**src/rtl/bpwr_pkg.sv**
```systemverilog
// Shared constants and types of the prefetch window register bank
package bpwr_pkg;
  // Register indices; byte address is four times the index
  localparam logic [7:0] IDX_PREF_BASE_LOW = 8'h24;
  localparam logic [7:0] IDX_PREF_LIMIT_LOW = 8'h26;
  localparam logic [7:0] IDX_PREF_BASE_HIGH = 8'h28;
  localparam logic [7:0] IDX_PREF_LIMIT_HIGH = 8'h2c;
  localparam logic [7:0] IDX_IO_BASE_HIGH = 8'h30;
  localparam logic [7:0] IDX_CTRL = 8'h40;
  localparam logic [7:0] IDX_STAT = 8'h41;
  // Field positions
  localparam int CAP_BIT = 0;
  localparam int BOUND_LSB = 4;
  localparam int BOUND_MSB = 15;
  localparam int CTRL_IO_CAP_BIT = 0;
  localparam int CTRL_CAP_LOCK_BIT = 1;
  localparam int STAT_OPEN_BIT = 0;
  localparam int STAT_HIT_BIT = 1;
  // Window granule: 1MB
  localparam int GRAN_BITS = 20;
  localparam logic [19:0] GRAN_ONES = 20'hfffff;
  // Reset values
  localparam logic RST_PREF_CAP = 1'b1;
  localparam logic [11:0] RST_LOW_BOUND = 12'hfff;
  localparam logic [11:0] RST_HIGH_BOUND = 12'h000;
  localparam logic [31:0] RST_LOW_UPPER = 32'hffffffff;
  localparam logic [31:0] RST_HIGH_UPPER = 32'h00000000;
  localparam logic [15:0] RST_IO_UPPER = 16'hffff;
  localparam logic RST_IO_CAP = 1'b1;
  localparam logic RST_CAP_LOCK = 1'b0;

  // One bus request as seen by the bank
  typedef struct packed {
    logic rd;
    logic wr;
    logic [7:0] idx;
    logic [31:0] wdata;
    logic [3:0] be;
  } bpwr_req_t;

  // Register state of the bank
  typedef struct packed {
    logic pref_cap;
    logic [11:0] low_bound;
    logic [11:0] high_bound;
    logic [31:0] low_upper;
    logic [31:0] high_upper;
    logic [15:0] io_upper;
    logic io_cap;
    logic cap_lock;
    logic [31:0] rdata;
  } bpwr_regs_t;

  localparam bpwr_regs_t REGS_RST = '{
    pref_cap: RST_PREF_CAP, low_bound: RST_LOW_BOUND,
    high_bound: RST_HIGH_BOUND, low_upper: RST_LOW_UPPER,
    high_upper: RST_HIGH_UPPER, io_upper: RST_IO_UPPER,
    io_cap: RST_IO_CAP, cap_lock: RST_CAP_LOCK, rdata: 32'h00000000};
endpackage : bpwr_pkg

```
**src/rtl/bpwr_regs.sv**
```systemverilog
// Prefetch window register bank of the bridge function
//
// How it works
// - Bit 0 of the low bound register holds the width capability, reset 1.
// - Bits 15:4 of the low bound register hold base A[31:20], reset fff.
// - Bits 15:4 of the high bound register hold limit A[31:20], reset 0.
// - Bit 0 of the high bound register reads back the capability flag.
// - Base, limit and, with capability 1, upper halves decide which addresses are forwarded.
// - A 32-bit upper base register resets to all ones.
// - A 32-bit upper limit register resets to zero.
// - With capability 0 both upper registers read zero and ignore writes.
// - A 16-bit upper I/O base register resets to all ones.
// - With I/O capability 0 the upper I/O base reads zero, ignores writes.
//
// Local design decision: the Avalon-MM slave port.
`timescale 1ns/1ns
module bpwr_regs (
  input wire logic CORE_CLK,
  input wire logic NRST,
  input wire logic [7:0] AVS_ADDRESS,
  input wire logic AVS_READ,
  input wire logic AVS_WRITE,
  input wire logic [31:0] AVS_WRITEDATA,
  input wire logic [3:0] AVS_BYTEENABLE,
  output logic [31:0] AVS_READDATA,
  output logic AVS_WAITREQUEST,
  input wire logic [63:0] PROBE_ADDR,
  input wire logic PROBE_VALID,
  output logic FWD_HIT,
  output logic FWD_VALID,
  output logic [63:0] WIN_BASE,
  output logic [63:0] WIN_LIMIT
);
  import bpwr_pkg::*;

  bpwr_req_t req;
  bpwr_regs_t st_r;
  bpwr_regs_t st_nxt;
  logic prep;
  logic accept;
  logic win_open;
  logic hit_seen;
  logic [31:0] wlow;
  logic [31:0] rd_val;

  // Merge write data into a word under byte enables
  function automatic logic [31:0] merge(input logic [31:0] old,
                                        input logic [31:0] nw,
                                        input logic [3:0] be);
    logic [31:0] m;
    m = old;
    for (int i = 0; i < 4; i++)
    begin
      if (be[i])
        m[i*8 +: 8] = nw[i*8 +: 8];
    end
    merge = m;
  endfunction : merge

  // Bus pins gathered into one request
  always_comb
  begin
    req.rd = AVS_READ;
    req.wr = AVS_WRITE;
    req.idx = AVS_ADDRESS;
    req.wdata = AVS_WRITEDATA;
    req.be = AVS_BYTEENABLE;
  end

  // Bus handshake: one wait cycle, then the answer
  bpwr_avs u_avs (
    .clk(CORE_CLK),
    .nrst(NRST),
    .req(req),
    .waitrequest(AVS_WAITREQUEST),
    .prep(prep),
    .accept(accept)
  );

  // Window bounds and forwarding decision
  bpwr_win u_win (
    .clk(CORE_CLK),
    .nrst(NRST),
    .pref_cap(st_r.pref_cap),
    .low_bound(st_r.low_bound),
    .high_bound(st_r.high_bound),
    .low_upper(st_r.low_upper),
    .high_upper(st_r.high_upper),
    .probe_addr(PROBE_ADDR),
    .probe_valid(PROBE_VALID),
    .win_open(win_open),
    .win_base(WIN_BASE),
    .win_limit(WIN_LIMIT),
    .fwd_hit(FWD_HIT),
    .fwd_valid(FWD_VALID)
  );

  assign hit_seen = FWD_HIT;

  // Read value of the addressed register
  always_comb
  begin
    rd_val = 32'h00000000;
    case (req.idx)
      IDX_PREF_BASE_LOW:
      begin
        rd_val[BOUND_MSB:BOUND_LSB] = st_r.low_bound;
        rd_val[CAP_BIT] = st_r.pref_cap;
      end
      IDX_PREF_LIMIT_LOW:
      begin
        rd_val[BOUND_MSB:BOUND_LSB] = st_r.high_bound;
        rd_val[CAP_BIT] = st_r.pref_cap;
      end
      IDX_PREF_BASE_HIGH:
      begin
        if (st_r.pref_cap)
          rd_val = st_r.low_upper;
      end
      IDX_PREF_LIMIT_HIGH:
      begin
        if (st_r.pref_cap)
          rd_val = st_r.high_upper;
      end
      IDX_IO_BASE_HIGH:
      begin
        if (st_r.io_cap)
          rd_val[15:0] = st_r.io_upper;
      end
      IDX_CTRL:
      begin
        rd_val[CTRL_IO_CAP_BIT] = st_r.io_cap;
        rd_val[CTRL_CAP_LOCK_BIT] = st_r.cap_lock;
      end
      IDX_STAT:
      begin
        rd_val[STAT_OPEN_BIT] = win_open;
        rd_val[STAT_HIT_BIT] = hit_seen;
      end
      default:
        rd_val = 32'h00000000;
    endcase
  end

  // Register updates at the accept edge, read data at the prep edge
  always_comb
  begin
    st_nxt = st_r;
    wlow = {16'h0000, st_r.high_bound, 4'h0};
    if (prep && req.rd)
      st_nxt.rdata = rd_val;
    if (accept && req.wr)
    begin
      case (req.idx)
        IDX_PREF_BASE_LOW:
        begin
          wlow = merge({16'h0000, st_r.low_bound, 3'h0, st_r.pref_cap},
                       req.wdata, req.be);
          st_nxt.low_bound = wlow[BOUND_MSB:BOUND_LSB];
          if (!st_r.cap_lock)
            st_nxt.pref_cap = wlow[CAP_BIT];
        end
        IDX_PREF_LIMIT_LOW:
        begin
          wlow = merge({16'h0000, st_r.high_bound, 4'h0},
                       req.wdata, req.be);
          st_nxt.high_bound = wlow[BOUND_MSB:BOUND_LSB];
        end
        IDX_PREF_BASE_HIGH:
        begin
          if (st_r.pref_cap)
            st_nxt.low_upper = merge(st_r.low_upper, req.wdata,
                                     req.be);
        end
        IDX_PREF_LIMIT_HIGH:
        begin
          if (st_r.pref_cap)
            st_nxt.high_upper = merge(st_r.high_upper, req.wdata,
                                      req.be);
        end
        IDX_IO_BASE_HIGH:
        begin
          if (st_r.io_cap)
          begin
            wlow = merge({16'h0000, st_r.io_upper}, req.wdata, req.be);
            st_nxt.io_upper = wlow[15:0];
          end
        end
        IDX_CTRL:
        begin
          if (req.be[0])
          begin
            st_nxt.io_cap = req.wdata[CTRL_IO_CAP_BIT];
            st_nxt.cap_lock = req.wdata[CTRL_CAP_LOCK_BIT];
          end
        end
        default:
          st_nxt.rdata = st_r.rdata;
      endcase
    end
  end

  // State register with synchronous reset
  always_ff @(posedge CORE_CLK)
  begin
    if (!NRST)
      st_r <= REGS_RST;
    else
      st_r <= st_nxt;
  end

  assign AVS_READDATA = st_r.rdata;
endmodule : bpwr_regs

```
**src/rtl/bpwr_avs.sv**
```systemverilog
// Avalon-MM waitrequest handshake for the register bank
`timescale 1ns/1ns
module bpwr_avs (
  input wire logic clk,
  input wire logic nrst,
  input wire bpwr_pkg::bpwr_req_t req,
  output logic waitrequest,
  output logic prep,
  output logic accept
);
  import bpwr_pkg::*;

  typedef struct packed {
    logic wait_r;
  } bpwr_avs_st_t;

  bpwr_avs_st_t st_r;
  bpwr_avs_st_t st_nxt;
  logic active;

  // Prep edge drops waitrequest, accept edge completes the transfer
  always_comb
  begin
    active = req.rd | req.wr;
    prep = active & st_r.wait_r;
    accept = active & ~st_r.wait_r;
    st_nxt.wait_r = ~prep;
  end

  // Waitrequest rests high between transfers
  always_ff @(posedge clk)
  begin
    if (!nrst)
      st_r <= '{wait_r: 1'b1};
    else
      st_r <= st_nxt;
  end

  assign waitrequest = st_r.wait_r;
endmodule : bpwr_avs

```
**src/rtl/bpwr_win.sv**
```systemverilog
// Prefetchable window bounds and forwarding decision
`timescale 1ns/1ns
module bpwr_win (
  input wire logic clk,
  input wire logic nrst,
  input wire logic pref_cap,
  input wire logic [11:0] low_bound,
  input wire logic [11:0] high_bound,
  input wire logic [31:0] low_upper,
  input wire logic [31:0] high_upper,
  input wire logic [63:0] probe_addr,
  input wire logic probe_valid,
  output logic win_open,
  output logic [63:0] win_base,
  output logic [63:0] win_limit,
  output logic fwd_hit,
  output logic fwd_valid
);
  import bpwr_pkg::*;

  typedef struct packed {
    logic [63:0] base;
    logic [63:0] limit;
    logic hit;
    logic valid;
  } bpwr_win_st_t;

  bpwr_win_st_t st_r;
  bpwr_win_st_t st_nxt;
  logic [63:0] base_c;
  logic [63:0] limit_c;

  // Inclusive range test; an inverted window holds nothing
  function automatic logic in_win(input logic [63:0] a,
                                  input logic [63:0] b,
                                  input logic [63:0] l);
    in_win = (b <= l) && (a >= b) && (a <= l);
  endfunction : in_win

  // Upper halves count as zero under narrow addressing
  always_comb
  begin
    base_c = {pref_cap ? low_upper : 32'h00000000, low_bound,
              {GRAN_BITS{1'b0}}};
    limit_c = {pref_cap ? high_upper : 32'h00000000, high_bound,
               GRAN_ONES};
    win_open = base_c <= limit_c;
    st_nxt.base = base_c;
    st_nxt.limit = limit_c;
    st_nxt.hit = probe_valid && in_win(probe_addr, base_c, limit_c);
    st_nxt.valid = probe_valid;
  end

  always_ff @(posedge clk)
  begin
    if (!nrst)
      st_r <= '{base: 64'h0, limit: 64'h0, hit: 1'b0, valid: 1'b0};
    else
      st_r <= st_nxt;
  end

  assign win_base = st_r.base;
  assign win_limit = st_r.limit;
  assign fwd_hit = st_r.hit;
  assign fwd_valid = st_r.valid;
endmodule : bpwr_win

```
**config.mk**
```make
export PLATFORM = sky130hd
export DESIGN_NAME = bpwr_regs
export DESIGN_NICKNAME = d
export VERILOG_FILES = /design/src/rtl/bpwr_pkg.sv /design/src/rtl/bpwr_regs.sv /design/src/rtl/bpwr_avs.sv /design/src/rtl/bpwr_win.sv
export SDC_FILE = /design/constraint.sdc
export NUM_CORES = 1
export LEC_CHECK = 0
export BUFFER_PORTS_ARGS = -buffer_cell sky130_fd_sc_hd__clkbuf_2
export CAP_MARGIN = 5
export CORE_ASPECT_RATIO = 2
export CORE_MARGIN = 2
export CORE_UTILIZATION = 36
export DETAILED_ROUTE_END_ITERATION = 12
export GPL_ROUTABILITY_DRIVEN = 0
export PLACE_DENSITY_LB_ADDON = 0.1
export SLEW_MARGIN = 15
export SYNTH_ARGS = -nofsm -noshare
export SYNTH_HDL_FRONTEND = slang
export SYNTH_SLANG_ARGS = --single-unit
```
**constraint.sdc**
```tcl
create_clock -name CORE_CLK -period 4.75 [get_ports CORE_CLK]
set_input_delay 0.7125 -clock CORE_CLK [delete_from_list [all_inputs] [get_ports CORE_CLK]]
set_output_delay 0.7125 -clock CORE_CLK [all_outputs]
set_load 0.005 [all_outputs]
```
==> metrics.txt, run 1 <==
# TYPE chip_impl_metric gauge
chip_impl_info{name="timing.critical_path.max_delay_family",value="compound AO/OA/AOI/OAI gates"} 1
chip_impl_info{name="crit_top_cell",value="or3_1"} 1
chip_impl_metric{name="post_synth_num_cell_types",unit=""} 68
chip_impl_metric{name="drtIter0Drc",unit=""} 648
chip_impl_metric{name="detailed_place_hpwl",unit="microns"} 32500
chip_impl_metric{name="post-route-period-util",unit="%"} 73.8
chip_impl_metric{name="final_core_util",unit="%"} 42.2
chip_impl_metric{name="design.final.nets",unit=""} 1887
chip_impl_info{name="hold_path_end",value="u_avs.waitrequest"} 1
chip_impl_metric{name="postSynthCellCount",unit=""} 1479
chip_impl_info{name="tritoncts",value="built"} 1
chip_impl_metric{name="syn_to_final_growth",unit="%"} 15.5
chip_impl_metric{name="power.static_leakage",unit="nW"} 6.57
chip_impl_metric{name="grt_overflow_total",unit=""} 0
chip_impl_metric{name="clock_sink_count",unit=""} 231
chip_impl_metric{name="synth_seq_area_share",unit="%"} 37.6
chip_impl_metric{name="reg2reg_depth",unit=""} 10
chip_impl_metric{name="antenna_left",unit=""} 0
chip_impl_metric{name="finalSetupViolations",unit=""} 0
chip_impl_metric{name="yosysWarningCount",unit=""} 0
chip_impl_metric{name="finalHoldViolations",unit=""} 0
chip_impl_info{name="path_class",value="flip-flop to flip-flop"} 1
chip_impl_metric{name="number_of_storage_elements_in_the_synthesis_netlist",unit=""} 231
chip_impl_metric{name="numCtsBuffers",unit=""} 23
chip_impl_metric{name="drc",unit=""} 0
chip_impl_info{name="cts_root_buf",value="clkbuf_16"} 1
chip_impl_metric{name="worst-slew-pin-transition",unit="ps"} 923
chip_impl_metric{name="global_route.usage.met3",unit="%"} 3.14
chip_impl_metric{name="die_height",unit="microns"} 265
chip_impl_metric{name="r2r_slack",unit="ps"} 1240
chip_impl_metric{name="yosys.area_share.adder",unit="%"} 13.2
chip_impl_metric{name="vias",unit=""} 10800
chip_impl_metric{name="clock_skew",unit="ps"} 22.8
chip_impl_metric{name="achievable-frequency",unit="MHz"} 285
chip_impl_metric{name="post-route-cell-area",unit="sq um"} 14200
chip_impl_metric{name="synth-edff-count",unit=""} 0
chip_impl_metric{name="max_stage_delay",unit="ps"} 670
chip_impl_info{name="cp-end-kind",value="flip-flop"} 1
chip_impl_metric{name="yosysTopAreaCellShare",unit="%"} 37.6
chip_impl_metric{name="synthArstFlopShare",unit="%"} 0
chip_impl_metric{name="postLayoutSetupSlackWorst",unit="ps"} 1240
chip_impl_info{name="timing.hold.worst.class",value="primary input to flip-flop"} 1
chip_impl_metric{name="power.clock.fraction",unit="%"} 44.6
chip_impl_metric{name="netlist_area",unit="sq um"} 12300
chip_impl_metric{name="drive_above_1_share",unit="%"} 19.8
chip_impl_info{name="critical-path-slowest-cell",value="dfxtp_4"} 1
chip_impl_metric{name="grt.total_usage",unit="%"} 22.8
chip_impl_metric{name="switching_power",unit="mW"} 1.03
chip_impl_metric{name="start_util",unit="%"} 36.6
chip_impl_metric{name="fp-row-count",unit=""} 95
chip_impl_metric{name="clk_pin_slew_worst_paths",unit="ps"} 70
chip_impl_metric{name="vdd.ir_drop.worst",unit="uV"} 350
chip_impl_metric{name="drt_pass1_iterations",unit=""} 5
chip_impl_metric{name="timing.final.crit_period",unit="ps"} 3510
chip_impl_metric{name="dieArea",unit="sq um"} 35700
chip_impl_info{name="synth_top_cells_by_area",value="dfxtp_1 38%, ha_1 13%, nand2_1 9.8%, nand3_1 5.0%, buf_4 4.5%"} 1
chip_impl_info{name="synthDominantAreaCellType",value="dfxtp_1"} 1
chip_impl_info{name="timing.hold.worst.start",value="AVS_WRITE"} 1
chip_impl_metric{name="yosys.area_share.xor_xnor",unit="%"} 0.0712
chip_impl_metric{name="worst_ep_required_time",unit="ps"} 5150
chip_impl_metric{name="cp_data_arrival_time",unit="ps"} 3910
chip_impl_metric{name="placed_area",unit="sq um"} 13500
chip_impl_metric{name="postCtsHoldBufs",unit=""} 0
chip_impl_info{name="status",value="completed"} 1
chip_impl_metric{name="cts-htree-levels",unit=""} 1
chip_impl_metric{name="power_density",unit="nW/um^2"} 294
chip_impl_metric{name="final-instance-count-excl-fill",unit=""} 2097
chip_impl_metric{name="portBuffers",unit=""} 255
chip_impl_metric{name="post_synth.cell_area_avg",unit="sq um"} 8.32
chip_impl_metric{name="globalRouteMet1Util",unit="%"} 23.1
chip_impl_metric{name="timing.max_slew.rel_slack",unit="%"} 38.1
chip_impl_info{name="top_usage_layer",value="met2"} 1
chip_impl_metric{name="ctsResizeCount",unit=""} 0
chip_impl_metric{name="core_box_area",unit="sq um"} 33600
chip_impl_metric{name="synth_compound_gate_area_share",unit="%"} 13.8
chip_impl_metric{name="placed_cells_incl_taps",unit=""} 2055
chip_impl_metric{name="relative_contribution_of_sequential_cells_to_total_power",unit="%"} 47.5
chip_impl_info{name="rr_startpoint",value="st_r[138]"} 1
chip_impl_info{name="regToRegEndpoint",value="AVS_READDATA[0]"} 1
chip_impl_metric{name="grt_use_met2",unit="%"} 44.9
chip_impl_info{name="ys_dominant_reg_cell",value="dfxtp_1"} 1
chip_impl_metric{name="antenna_found_initial",unit=""} 3
chip_impl_metric{name="critical_path_buf_inv_count",unit=""} 1
chip_impl_metric{name="io-pin-count",unit=""} 276
chip_impl_metric{name="cap_violations",unit=""} 0
chip_impl_metric{name="p_int",unit="mW"} 3.14
chip_impl_metric{name="switching_share",unit="%"} 24.8
chip_impl_metric{name="power",unit="mW"} 4.17
chip_impl_metric{name="place_worst_setup_slack",unit="ps"} 1240
chip_impl_metric{name="post-cts-setup-buffer-count",unit=""} 0
chip_impl_metric{name="avgViaCountPerCell",unit=""} 5.17
chip_impl_metric{name="timing.hold.worst_path_depth",unit=""} 2
chip_impl_metric{name="grt_pass1_vias",unit=""} 10800
chip_impl_metric{name="grt_max_degree",unit=""} 100
chip_impl_metric{name="critical_path.max_fanout",unit=""} 47
chip_impl_metric{name="avgRoutedWirePerCell",unit="microns"} 19.7
chip_impl_info{name="crit_chain",value="buf_4 > nand2_1 > ha_1 > nand3_1 > or3_1 > a2111oi_0 > o31ai_1 > a31oi_1 > or3_1 > a21oi_1"} 1
chip_impl_metric{name="drt-total-wl",unit="microns"} 41400
chip_impl_info{name="main_combinational_cell_family_by_area_after_synthesis",value="simple AND/OR/NAND/NOR gates"} 1
chip_impl_metric{name="fp.dieW",unit="microns"} 135
chip_impl_metric{name="finalSetupTns",unit="ps"} 0
chip_impl_metric{name="synth.area.mux_share",unit="%"} 0.916
chip_impl_metric{name="synthSimpleGateAreaFrac",unit="%"} 25.7
chip_impl_metric{name="timing_max_transition_violations_final",unit=""} 0
chip_impl_metric{name="grt_first_pass_wirelength",unit="microns"} 62300
chip_impl_info{name="startpoint_type",value="flip-flop"} 1
chip_impl_metric{name="combPwrFrac",unit="%"} 7.9
chip_impl_metric{name="clock_latency",unit="ps"} 540
chip_impl_metric{name="hold_ws",unit="ps"} 396
chip_impl_metric{name="cts-root-to-sink-buffers",unit=""} 3
chip_impl_info{name="rsz_0062_raised_after_global_routing",value="false"} 1
==> worst max-delay path by stage <==
stage	startpoint	to	slack (ps)	cells past startpoint
CTS	st_r[138]	AVS_READDATA[0]	1230	10
finish	st_r[138]	AVS_READDATA[0]	1240	10
global placement	st_r[138]	AVS_READDATA[0]	1240	10
floorplan	st_r[138]	AVS_READDATA[0]	1550	13
global route	st_r[138]	AVS_READDATA[0]	940	10
detailed placement	st_r[138]	AVS_READDATA[0]	1240	10
==> worst register-to-register path: stages (launching register included) <==
cell and delay, ps:
dfxtp_4 670, buf_4 430, nand2_1 160, ha_1 350, nand3_1 80, or3_1 380
a2111oi_0 610, o31ai_1 250, a31oi_1 260, or3_1 140, a21oi_1 50
==> power groups by stage <==
stage / clock (mW) / sequential [mW] / combinational [mW]
after floorplan: 0 / 2.03 / 0.192
after global placement: 0 / 2.03 / 0.330
after detailed placement: 0 / 2.03 / 0.332
after CTS: 1.92 / 1.98 / 0.334
after global routing: 1.98 / 1.98 / 0.368
final: 1.86 / 1.98 / 0.330
==> cells in the mapped netlist (7+ instances only) <==
cell type	number
a21oi_1	44
dfxtp_1	231
buf_2	11
nand3_1	122
buf_4	74
nand2_1	320
nand4_1	31
and3_1	70
nor2b_1	9
a211oi_1	10
nor3_1	8
o211a_1	13
inv_1	58
buf_1	10
o211ai_1	18
and2_1	30
o21ai_0	53
mux2i_1	9
a21boi_1	56
o21ai_1	12
a222oi_1	12
clkbuf_1	52
nor2_1	16
ha_1	130
nor4_1	7
==> state kept, by name, indices dropped and copies added (netlist names) <==
signal,flops
u_win.win_limit,45
u_win.fwd_valid,1
u_win.win_base,44
u_avs.waitrequest,1
st_r,107
u_win.fwd_hit,1
AVS_READDATA,32
==> final cells by class <==
type                            instances  area (sq um)
Tap cell                              436           546
Sequential cell                       231          4630
Timing Repair Buffer                  268          1380
Multi-Input combinational cell       1062          6690
Antenna cell                            2          5.00
Fill cell                            3523         19400
Clock buffer                           29           618
Inverter                               58           218
Clock inverter                         11           125
==> per-layer routing <==
metal | vias up | share of wire [%]
met5 | - | 0
met4 | 0 | 3.8
met3 | 56 | 4.6
met2 | 304 | 57
met1 | 5066 | 35
li1 | 5413 | -
==> cells by family after synthesis <==
logic type	Yosys count
AO/OA/AOI/OAI	251
XOR/XNOR	1
adder cells (fa/ha/maj)	130
buffers and inverters	205
flip-flops	231
multiplexers	11
other	1
AND/OR/NAND/NOR	649
==> layout by cell type (no fill, tap or decap), types with 23 or more instances in the layout <==
master     netlist  final
dfxtp_1        231    230
inv_1           58     58
nand3_1        122    122
a21boi_1        56     56
a21oi_1         44     44
and3_1          70     70
clkbuf_16        0     23
ha_1           130    130
clkbuf_2         0    254
o21ai_0         53     53
nand2_1        320    320
and2_1          30     30
nand4_1         31     31
(Power assumes the default switching activity.)
==> run 2: changes to the inputs <==
--- a/config.mk
+++ b/config.mk
@@ -5,6 +5,7 @@
 export SDC_FILE = /design/constraint.sdc
 export NUM_CORES = 1
 export LEC_CHECK = 0
+export ABC_AREA = 1
 export BUFFER_PORTS_ARGS = -buffer_cell sky130_fd_sc_hd__clkbuf_2
 export CAP_MARGIN = 5
 export CORE_ASPECT_RATIO = 2
==> constraint.sdc (replaced) <==
create_clock -name CORE_CLK -period 3.01 [get_ports CORE_CLK]
set_input_delay 0.4515 -clock CORE_CLK [delete_from_list [all_inputs] [get_ports CORE_CLK]]
set_output_delay 0.4515 -clock CORE_CLK [all_outputs]
set_load 0.005 [all_outputs]
==> metrics.txt, run 2 <==
# TYPE chip_impl_metric gauge
chip_impl_metric{name="drtIter0Drc",unit=""} 431
chip_impl_metric{name="final_core_util",unit="%"} 42.5
chip_impl_info{name="ys_dominant_reg_cell",value="dfxtp_1"} 1
chip_impl_info{name="timing.hold.worst.class",value="primary input to flip-flop"} 1
chip_impl_metric{name="placed_cells_incl_taps",unit=""} 2215
chip_impl_metric{name="ctsResizeCount",unit=""} 0
chip_impl_info{name="tritoncts",value="built"} 1
chip_impl_metric{name="grt_overflow_total",unit=""} 0
chip_impl_metric{name="power_density",unit="nW/um^2"} 471
chip_impl_metric{name="drt_pass1_iterations",unit=""} 5
chip_impl_metric{name="drc",unit=""} 0
chip_impl_metric{name="dieArea",unit="sq um"} 35700
chip_impl_metric{name="timing_max_transition_violations_final",unit=""} 0
chip_impl_metric{name="clock_latency",unit="ps"} 520
chip_impl_metric{name="critical_path_buf_inv_count",unit=""} 2
chip_impl_metric{name="fp-row-count",unit=""} 95
chip_impl_metric{name="io-pin-count",unit=""} 276
chip_impl_metric{name="cp_data_arrival_time",unit="ps"} 2910
chip_impl_metric{name="cts-htree-levels",unit=""} 1
chip_impl_metric{name="timing.final.crit_period",unit="ps"} 2490
chip_impl_metric{name="avgRoutedWirePerCell",unit="microns"} 16.8
chip_impl_metric{name="clk_pin_slew_worst_paths",unit="ps"} 60
chip_impl_metric{name="clock_sink_count",unit=""} 231
chip_impl_metric{name="placed_area",unit="sq um"} 13500
chip_impl_metric{name="synthArstFlopShare",unit="%"} 0
chip_impl_metric{name="antenna_found_initial",unit=""} 2
chip_impl_info{name="path_class",value="flip-flop to flip-flop"} 1
chip_impl_metric{name="worst_ep_required_time",unit="ps"} 3430
chip_impl_metric{name="post-route-cell-area",unit="sq um"} 14300
chip_impl_metric{name="cts-root-to-sink-buffers",unit=""} 3
chip_impl_metric{name="drive_above_1_share",unit="%"} 19.2
chip_impl_metric{name="post-cts-setup-buffer-count",unit=""} 0
chip_impl_metric{name="grt_max_degree",unit=""} 65
chip_impl_info{name="crit_top_cell",value="nand2_1"} 1
chip_impl_metric{name="fp.dieW",unit="microns"} 135
chip_impl_info{name="critical-path-slowest-cell",value="dfxtp_2"} 1
chip_impl_metric{name="post_synth.cell_area_avg",unit="sq um"} 7.59
chip_impl_metric{name="syn_to_final_growth",unit="%"} 16.4
chip_impl_info{name="mostFrequentLayoutCells",value="354 x nand2_1, 254 x clkbuf_2, 230 x dfxtp_1"} 1
chip_impl_metric{name="netlist_area",unit="sq um"} 12300
chip_impl_info{name="rsz_0062_raised_after_global_routing",value="false"} 1
chip_impl_metric{name="grt_pass1_vias",unit=""} 11100
chip_impl_metric{name="cap_violations",unit=""} 0
chip_impl_info{name="synth.most_common_cell",value="nand2_1"} 1
chip_impl_info{name="synthDominantAreaCellType",value="dfxtp_1"} 1
chip_impl_metric{name="finalSetupTns",unit="ps"} 0
chip_impl_metric{name="portBuffers",unit=""} 255
chip_impl_metric{name="clock_skew",unit="ps"} 7.98
chip_impl_metric{name="finalSetupViolations",unit=""} 0
chip_impl_info{name="timing.critical_path.max_delay_family",value="simple AND/OR/NAND/NOR gates"} 1
chip_impl_metric{name="final-instance-count-excl-fill",unit=""} 2255
chip_impl_metric{name="grt.total_usage",unit="%"} 21.2
chip_impl_metric{name="finalHoldViolations",unit=""} 0
chip_impl_info{name="startpoint_type",value="flip-flop"} 1
chip_impl_metric{name="vdd.ir_drop.worst",unit="uV"} 368
chip_impl_info{name="ys_top_cells_by_count",value="354 x nand2_1, 231 x dfxtp_1, 208 x inv_1"} 1
chip_impl_metric{name="postSynthCellCount",unit=""} 1618
chip_impl_metric{name="timing.max_slew.rel_slack",unit="%"} 49.1
chip_impl_info{name="top_register",value="st_r"} 1
chip_impl_metric{name="yosysTopAreaCellShare",unit="%"} 37.6
chip_impl_metric{name="post_synth_num_cell_types",unit=""} 42
chip_impl_metric{name="post-route-period-util",unit="%"} 82.8
chip_impl_metric{name="synth_seq_area_share",unit="%"} 37.6
chip_impl_metric{name="synth-edff-count",unit=""} 0
chip_impl_metric{name="number_of_storage_elements_in_the_synthesis_netlist",unit=""} 231
chip_impl_info{name="cts_root_buf",value="clkbuf_16"} 1
chip_impl_metric{name="max_stage_delay",unit="ps"} 560
chip_impl_metric{name="achievable-frequency",unit="MHz"} 401
chip_impl_metric{name="yosysWarningCount",unit=""} 0
chip_impl_info{name="layout_commonest_cell",value="nand2_1"} 1
chip_impl_metric{name="avgViaCountPerCell",unit=""} 4.85
chip_impl_metric{name="worst-slew-pin-transition",unit="ps"} 764
chip_impl_metric{name="start_util",unit="%"} 36.5
chip_impl_metric{name="numCtsBuffers",unit=""} 23
chip_impl_metric{name="detailed_place_hpwl",unit="microns"} 30200
chip_impl_info{name="synth_top_cells_by_area",value="dfxtp_1 38%, ha_1 13%, nand2_1 11%, inv_1 6.4%, nor2_1 4.9%"} 1
chip_impl_metric{name="critical_path.max_fanout",unit=""} 16
chip_impl_metric{name="vias",unit=""} 10900
chip_impl_metric{name="largest_register_ffs",unit=""} 107
chip_impl_metric{name="postCtsHoldBufs",unit=""} 0
chip_impl_metric{name="antenna_left",unit=""} 0
chip_impl_info{name="cp-end-kind",value="flip-flop"} 1
chip_impl_metric{name="drt-total-wl",unit="microns"} 38000
chip_impl_metric{name="grt_first_pass_wirelength",unit="microns"} 58800
chip_impl_info{name="status",value="completed"} 1
chip_impl_metric{name="die_height",unit="microns"} 265
chip_impl_metric{name="core_box_area",unit="sq um"} 33600
chip_impl_metric{name="design.final.nets",unit=""} 2047
chip_impl_metric{name="power.static_leakage",unit="nW"} 7.38
chip_impl_info{name="crit_chain",value="buf_4 > nand2_1 > ha_1 > nand2_1 > inv_1 > nand2_1 > nor2_1 > nand2_1 > nor2_1 > nand2_1 > nand3_1 > nor2_1 > nor2_1 > nor3_1"} 1
==> run 2: per-layer routing <==
metal	wire [microns]	track usage, %
met2	21300	42.5
met1	13700	21.3
met4	1590	9.22
met3	1400	2.21
met5	0	0
==> run 2: worst min-delay path, stage by stage <==
cell      delay (ps)
clkbuf_2         100
nand2_1           50
nand3_1           70
==> run 2: cell type report <==
class                           instances  area, sq um
Inverter                              214          805
Fill cell                            3572        19300
Tap cell                              436          546
Multi-Input combinational cell       1062         6120
Antenna cell                            2         5.00
Clock inverter                          9          145
Sequential cell                       231         4630
Clock buffer                           29          618
Timing Repair Buffer                  272         1440
==> run 2: final timing paths <==
path / start / endpoint / slack (ps) / depth (start not counted)
worst max register to register: st_r[138] / u_win.fwd_hit / 520 / 14
worst min register to register: st_r[120] / u_win.win_limit[26] / 430 / 2
worst max-delay path: st_r[138] / u_win.fwd_hit / 520 / 14
worst min-delay path: AVS_WRITEDATA[25] / st_r[107] / 170 / 3
==> run 2: per-stage QoR <==
stage	total power [mW]	hold slack (ps)	setup slack, ps
floorplan	3.57	407	892
global placement	3.79	420	652
detailed placement	3.80	419	569
CTS	6.84	150	556
global route	7.02	172	241
finish	6.73	173	518
==> run 2: power by group <==
part	switching [mW]	total, mW	internal [mW]	leakage (nW)
registers	0.0325	3.16	3.12	1.89
logic	0.344	0.566	0.222	5.12
clock network	1.23	3.01	1.79	0.379
total	1.60	6.73	5.13	7.38
==> run 2: cells by family (layout without fill, tap and decap cells) <==
group	Yosys count	after routing	synth area share (%)
flip-flops	231	231	37.6
AO/OA/AOI/OAI	300	300	15.1
buffers and inverters	344	524	13.2
other	1	22	0.0305
adder cells (fa/ha/maj)	130	130	13.2
AND/OR/NAND/NOR	612	612	20.8
==> run 3: changes to the inputs <==
==> constraint.sdc (replaced) <==
create_clock -name CORE_CLK -period 2.2 [get_ports CORE_CLK]
set_input_delay 0.33 -clock CORE_CLK [delete_from_list [all_inputs] [get_ports CORE_CLK]]
set_output_delay 0.33 -clock CORE_CLK [all_outputs]
set_load 0.005 [all_outputs]
==> metrics.txt, run 3 (synthesized netlist as in run 2, its figures left out) <==
# TYPE chip_impl_metric gauge
chip_impl_metric{name="grt_max_degree",unit=""} 65
chip_impl_metric{name="die_height",unit="microns"} 265
chip_impl_metric{name="io-pin-count",unit=""} 276
chip_impl_metric{name="clock_latency",unit="ps"} 540
chip_impl_info{name="tritoncts",value="built"} 1
chip_impl_metric{name="layout.filler_cells",unit=""} 3501
chip_impl_info{name="timing.hold.worst.class",value="primary input to flip-flop"} 1
chip_impl_metric{name="reg2reg_depth",unit=""} 14
chip_impl_metric{name="grt_pass1_vias",unit=""} 11200
chip_impl_info{name="mostFrequentLayoutCells",value="330 x nand2_1, 254 x clkbuf_2, 230 x dfxtp_1"} 1
chip_impl_metric{name="timing.max_slew.rel_slack",unit="%"} 64.7
chip_impl_metric{name="cp_data_arrival_time",unit="ps"} 2580
chip_impl_metric{name="grt_overflow_total",unit=""} 0
chip_impl_metric{name="vias",unit=""} 11300
chip_impl_metric{name="clk_pin_slew_worst_paths",unit="ps"} 70
chip_impl_info{name="top_register",value="st_r"} 1
chip_impl_metric{name="timing_max_transition_violations_final",unit=""} 0
chip_impl_metric{name="antenna_left",unit=""} 0
chip_impl_metric{name="cap_violations",unit=""} 0
chip_impl_info{name="regToRegEndpoint",value="u_win.fwd_hit"} 1
chip_impl_metric{name="regArea",unit="sq um"} 4630
chip_impl_info{name="rsz_0062_raised_after_global_routing",value="true"} 1
chip_impl_metric{name="largest_register_ffs",unit=""} 107
chip_impl_metric{name="clock_skew",unit="ps"} 17.9
chip_impl_metric{name="numCtsBuffers",unit=""} 23
chip_impl_metric{name="critical_path.max_fanout",unit=""} 7
chip_impl_metric{name="placed_cells_incl_taps",unit=""} 2277
chip_impl_metric{name="dieArea",unit="sq um"} 35700
chip_impl_info{name="cts_root_buf",value="clkbuf_16"} 1
chip_impl_metric{name="grt_first_pass_wirelength",unit="microns"} 59400
chip_impl_info{name="layout_commonest_cell",value="nand2_1"} 1
chip_impl_metric{name="drt-total-wl",unit="microns"} 40100
chip_impl_info{name="hold_path_end",value="st_r[113]"} 1
chip_impl_metric{name="post-route-period-util",unit="%"} 97.9
chip_impl_metric{name="avgViaCountPerCell",unit=""} 4.86
chip_impl_metric{name="timing.final.crit_period",unit="ps"} 2150
chip_impl_metric{name="drtIter0Drc",unit=""} 401
chip_impl_info{name="startpoint_type",value="flip-flop"} 1
chip_impl_metric{name="core_box_area",unit="sq um"} 33600
chip_impl_metric{name="avgRoutedWirePerCell",unit="microns"} 17.2
chip_impl_metric{name="multiInputGateArea",unit="sq um"} 6470
chip_impl_metric{name="fp-row-count",unit=""} 95
chip_impl_metric{name="design.final.nets",unit=""} 2119
chip_impl_info{name="cp-end-kind",value="flip-flop"} 1
chip_impl_metric{name="power_density",unit="nW/um^2"} 604
chip_impl_metric{name="achievable-frequency",unit="MHz"} 464
chip_impl_metric{name="detailed_place_hpwl",unit="microns"} 30500
chip_impl_metric{name="final_core_util",unit="%"} 45.6
chip_impl_info{name="rr_startpoint",value="st_r[138]"} 1
chip_impl_info{name="path_class",value="flip-flop to flip-flop"} 1
chip_impl_metric{name="syn_to_final_growth",unit="%"} 24.8
chip_impl_metric{name="vdd.ir_drop.worst",unit="uV"} 558
chip_impl_metric{name="cts-root-to-sink-buffers",unit=""} 3
chip_impl_info{name="timing.hold.worst.start",value="AVS_WRITEDATA[31]"} 1
chip_impl_metric{name="clock_sink_count",unit=""} 231
chip_impl_metric{name="worst-slew-pin-transition",unit="ps"} 528
chip_impl_metric{name="r2r_slack",unit="ps"} 50
chip_impl_metric{name="power.static_leakage",unit="nW"} 7.84
chip_impl_metric{name="portBuffers",unit=""} 255
chip_impl_metric{name="hold_ws",unit="ps"} 30.0
chip_impl_metric{name="fp.dieW",unit="microns"} 135
chip_impl_info{name="status",value="completed"} 1
chip_impl_metric{name="finalHoldViolations",unit=""} 0
chip_impl_metric{name="start_util",unit="%"} 36.5
chip_impl_info{name="cp-startpoint",value="st_r[138]"} 1
chip_impl_metric{name="worst_ep_required_time",unit="ps"} 2620
chip_impl_metric{name="finalSetupViolations",unit=""} 0
chip_impl_metric{name="drive_above_1_share",unit="%"} 25.3
chip_impl_metric{name="drt_pass1_iterations",unit=""} 5
chip_impl_metric{name="grt.total_usage",unit="%"} 21.4
chip_impl_metric{name="drc",unit=""} 0
chip_impl_metric{name="timing.hold.worst_path_depth",unit=""} 3
chip_impl_metric{name="cts-htree-levels",unit=""} 1
chip_impl_metric{name="final-instance-count-excl-fill",unit=""} 2330
chip_impl_metric{name="antenna_found_initial",unit=""} 2
==> run 3: changes by cell type in the layout (fill, tap and decap cells not counted), sizes merged <==
cell,before,now
clkinv,6,5
clkbuf,283,291
bufinv,4,3
buf,18,87
==> run 3: critical path, cell delays in order (launching register included) <==
cell and delay [ps]:
dfxtp_4 420, buf_6 160, clkbuf_16 190, nand2_4 70, ha_1 290, nand2_1 60
nand2_1 80, nand2_1 70, nand2_1 50, nand2_1 70, nand3_2 110, a21oi_2 160
nand3_1 100, nor2_1 130, nor3_2 60
==> run 3: final cells by class <==
| cell class | instances | area share (%) |
|---|---|---|
| inverters | 214 | 5.25 |
| well taps | 436 | 3.56 |
| repair buffers | 344 | 13.8 |
| clock inverters | 7 | 0.718 |
| flip-flops and latches | 231 | 30.2 |
| diodes | 2 | 0.0326 |
| clock buffers | 34 | 4.28 |
| multi-input cells | 1062 | 42.2 |
==> run 3: timing repair <==
item / in CTS / in global routing
setup endpoints to repair: 2 / 2
cloned: 0 / 5
hold buffers: 0 / 0
resized for setup: 4 / 71
pin swaps: 0 / 14
buffers inserted: 0 / 5
==> run 3: how the worst max path moves through the flow <==
stage                       to  slack [ps]  cells after the start
2_1_floorplan    u_win.fwd_hit          80                     15
3_3_place_gp   AVS_READDATA[0]         -60                     11
3_5_place_dp     u_win.fwd_hit         -80                     14
4_1_cts          u_win.fwd_hit          20                     14
5_1_grt          u_win.fwd_hit         -70                     13
6_report         u_win.fwd_hit          50                     14
==> run 3: where the power goes <==
group / leakage, nW / total, mW / internal (mW) / switching [mW]
Clock: 0.379 / 4.15 / 2.41 / 1.74
Combinational: 5.57 / 0.800 / 0.319 / 0.481
Sequential: 1.89 / 4.31 / 4.27 / 0.0428
Total: 7.84 / 9.27 / 7.00 / 2.26
==> run 3: stage by stage <==
stage	setup WS, ps	TNS [ps]	power, mW	area, sq um
finish	45.3	0	9.27	15300
global route	-68.0	-116	9.64	15300
CTS	19.3	0	9.36	14800
detailed placement	-79.6	-157	5.20	14100
global placement	-64.4	-103	5.19	14100
floorplan	82.5	0	4.89	12400
==> run 3: routing by layer <==
metal,vias up,routed length [microns],global-route usage [%]
met1,5238,14100,21.2
met3,77,1570,2.21
li1,5728,-,-
met5,-,0,0
met4,0,1720,7.94
met2,279,22600,44.0
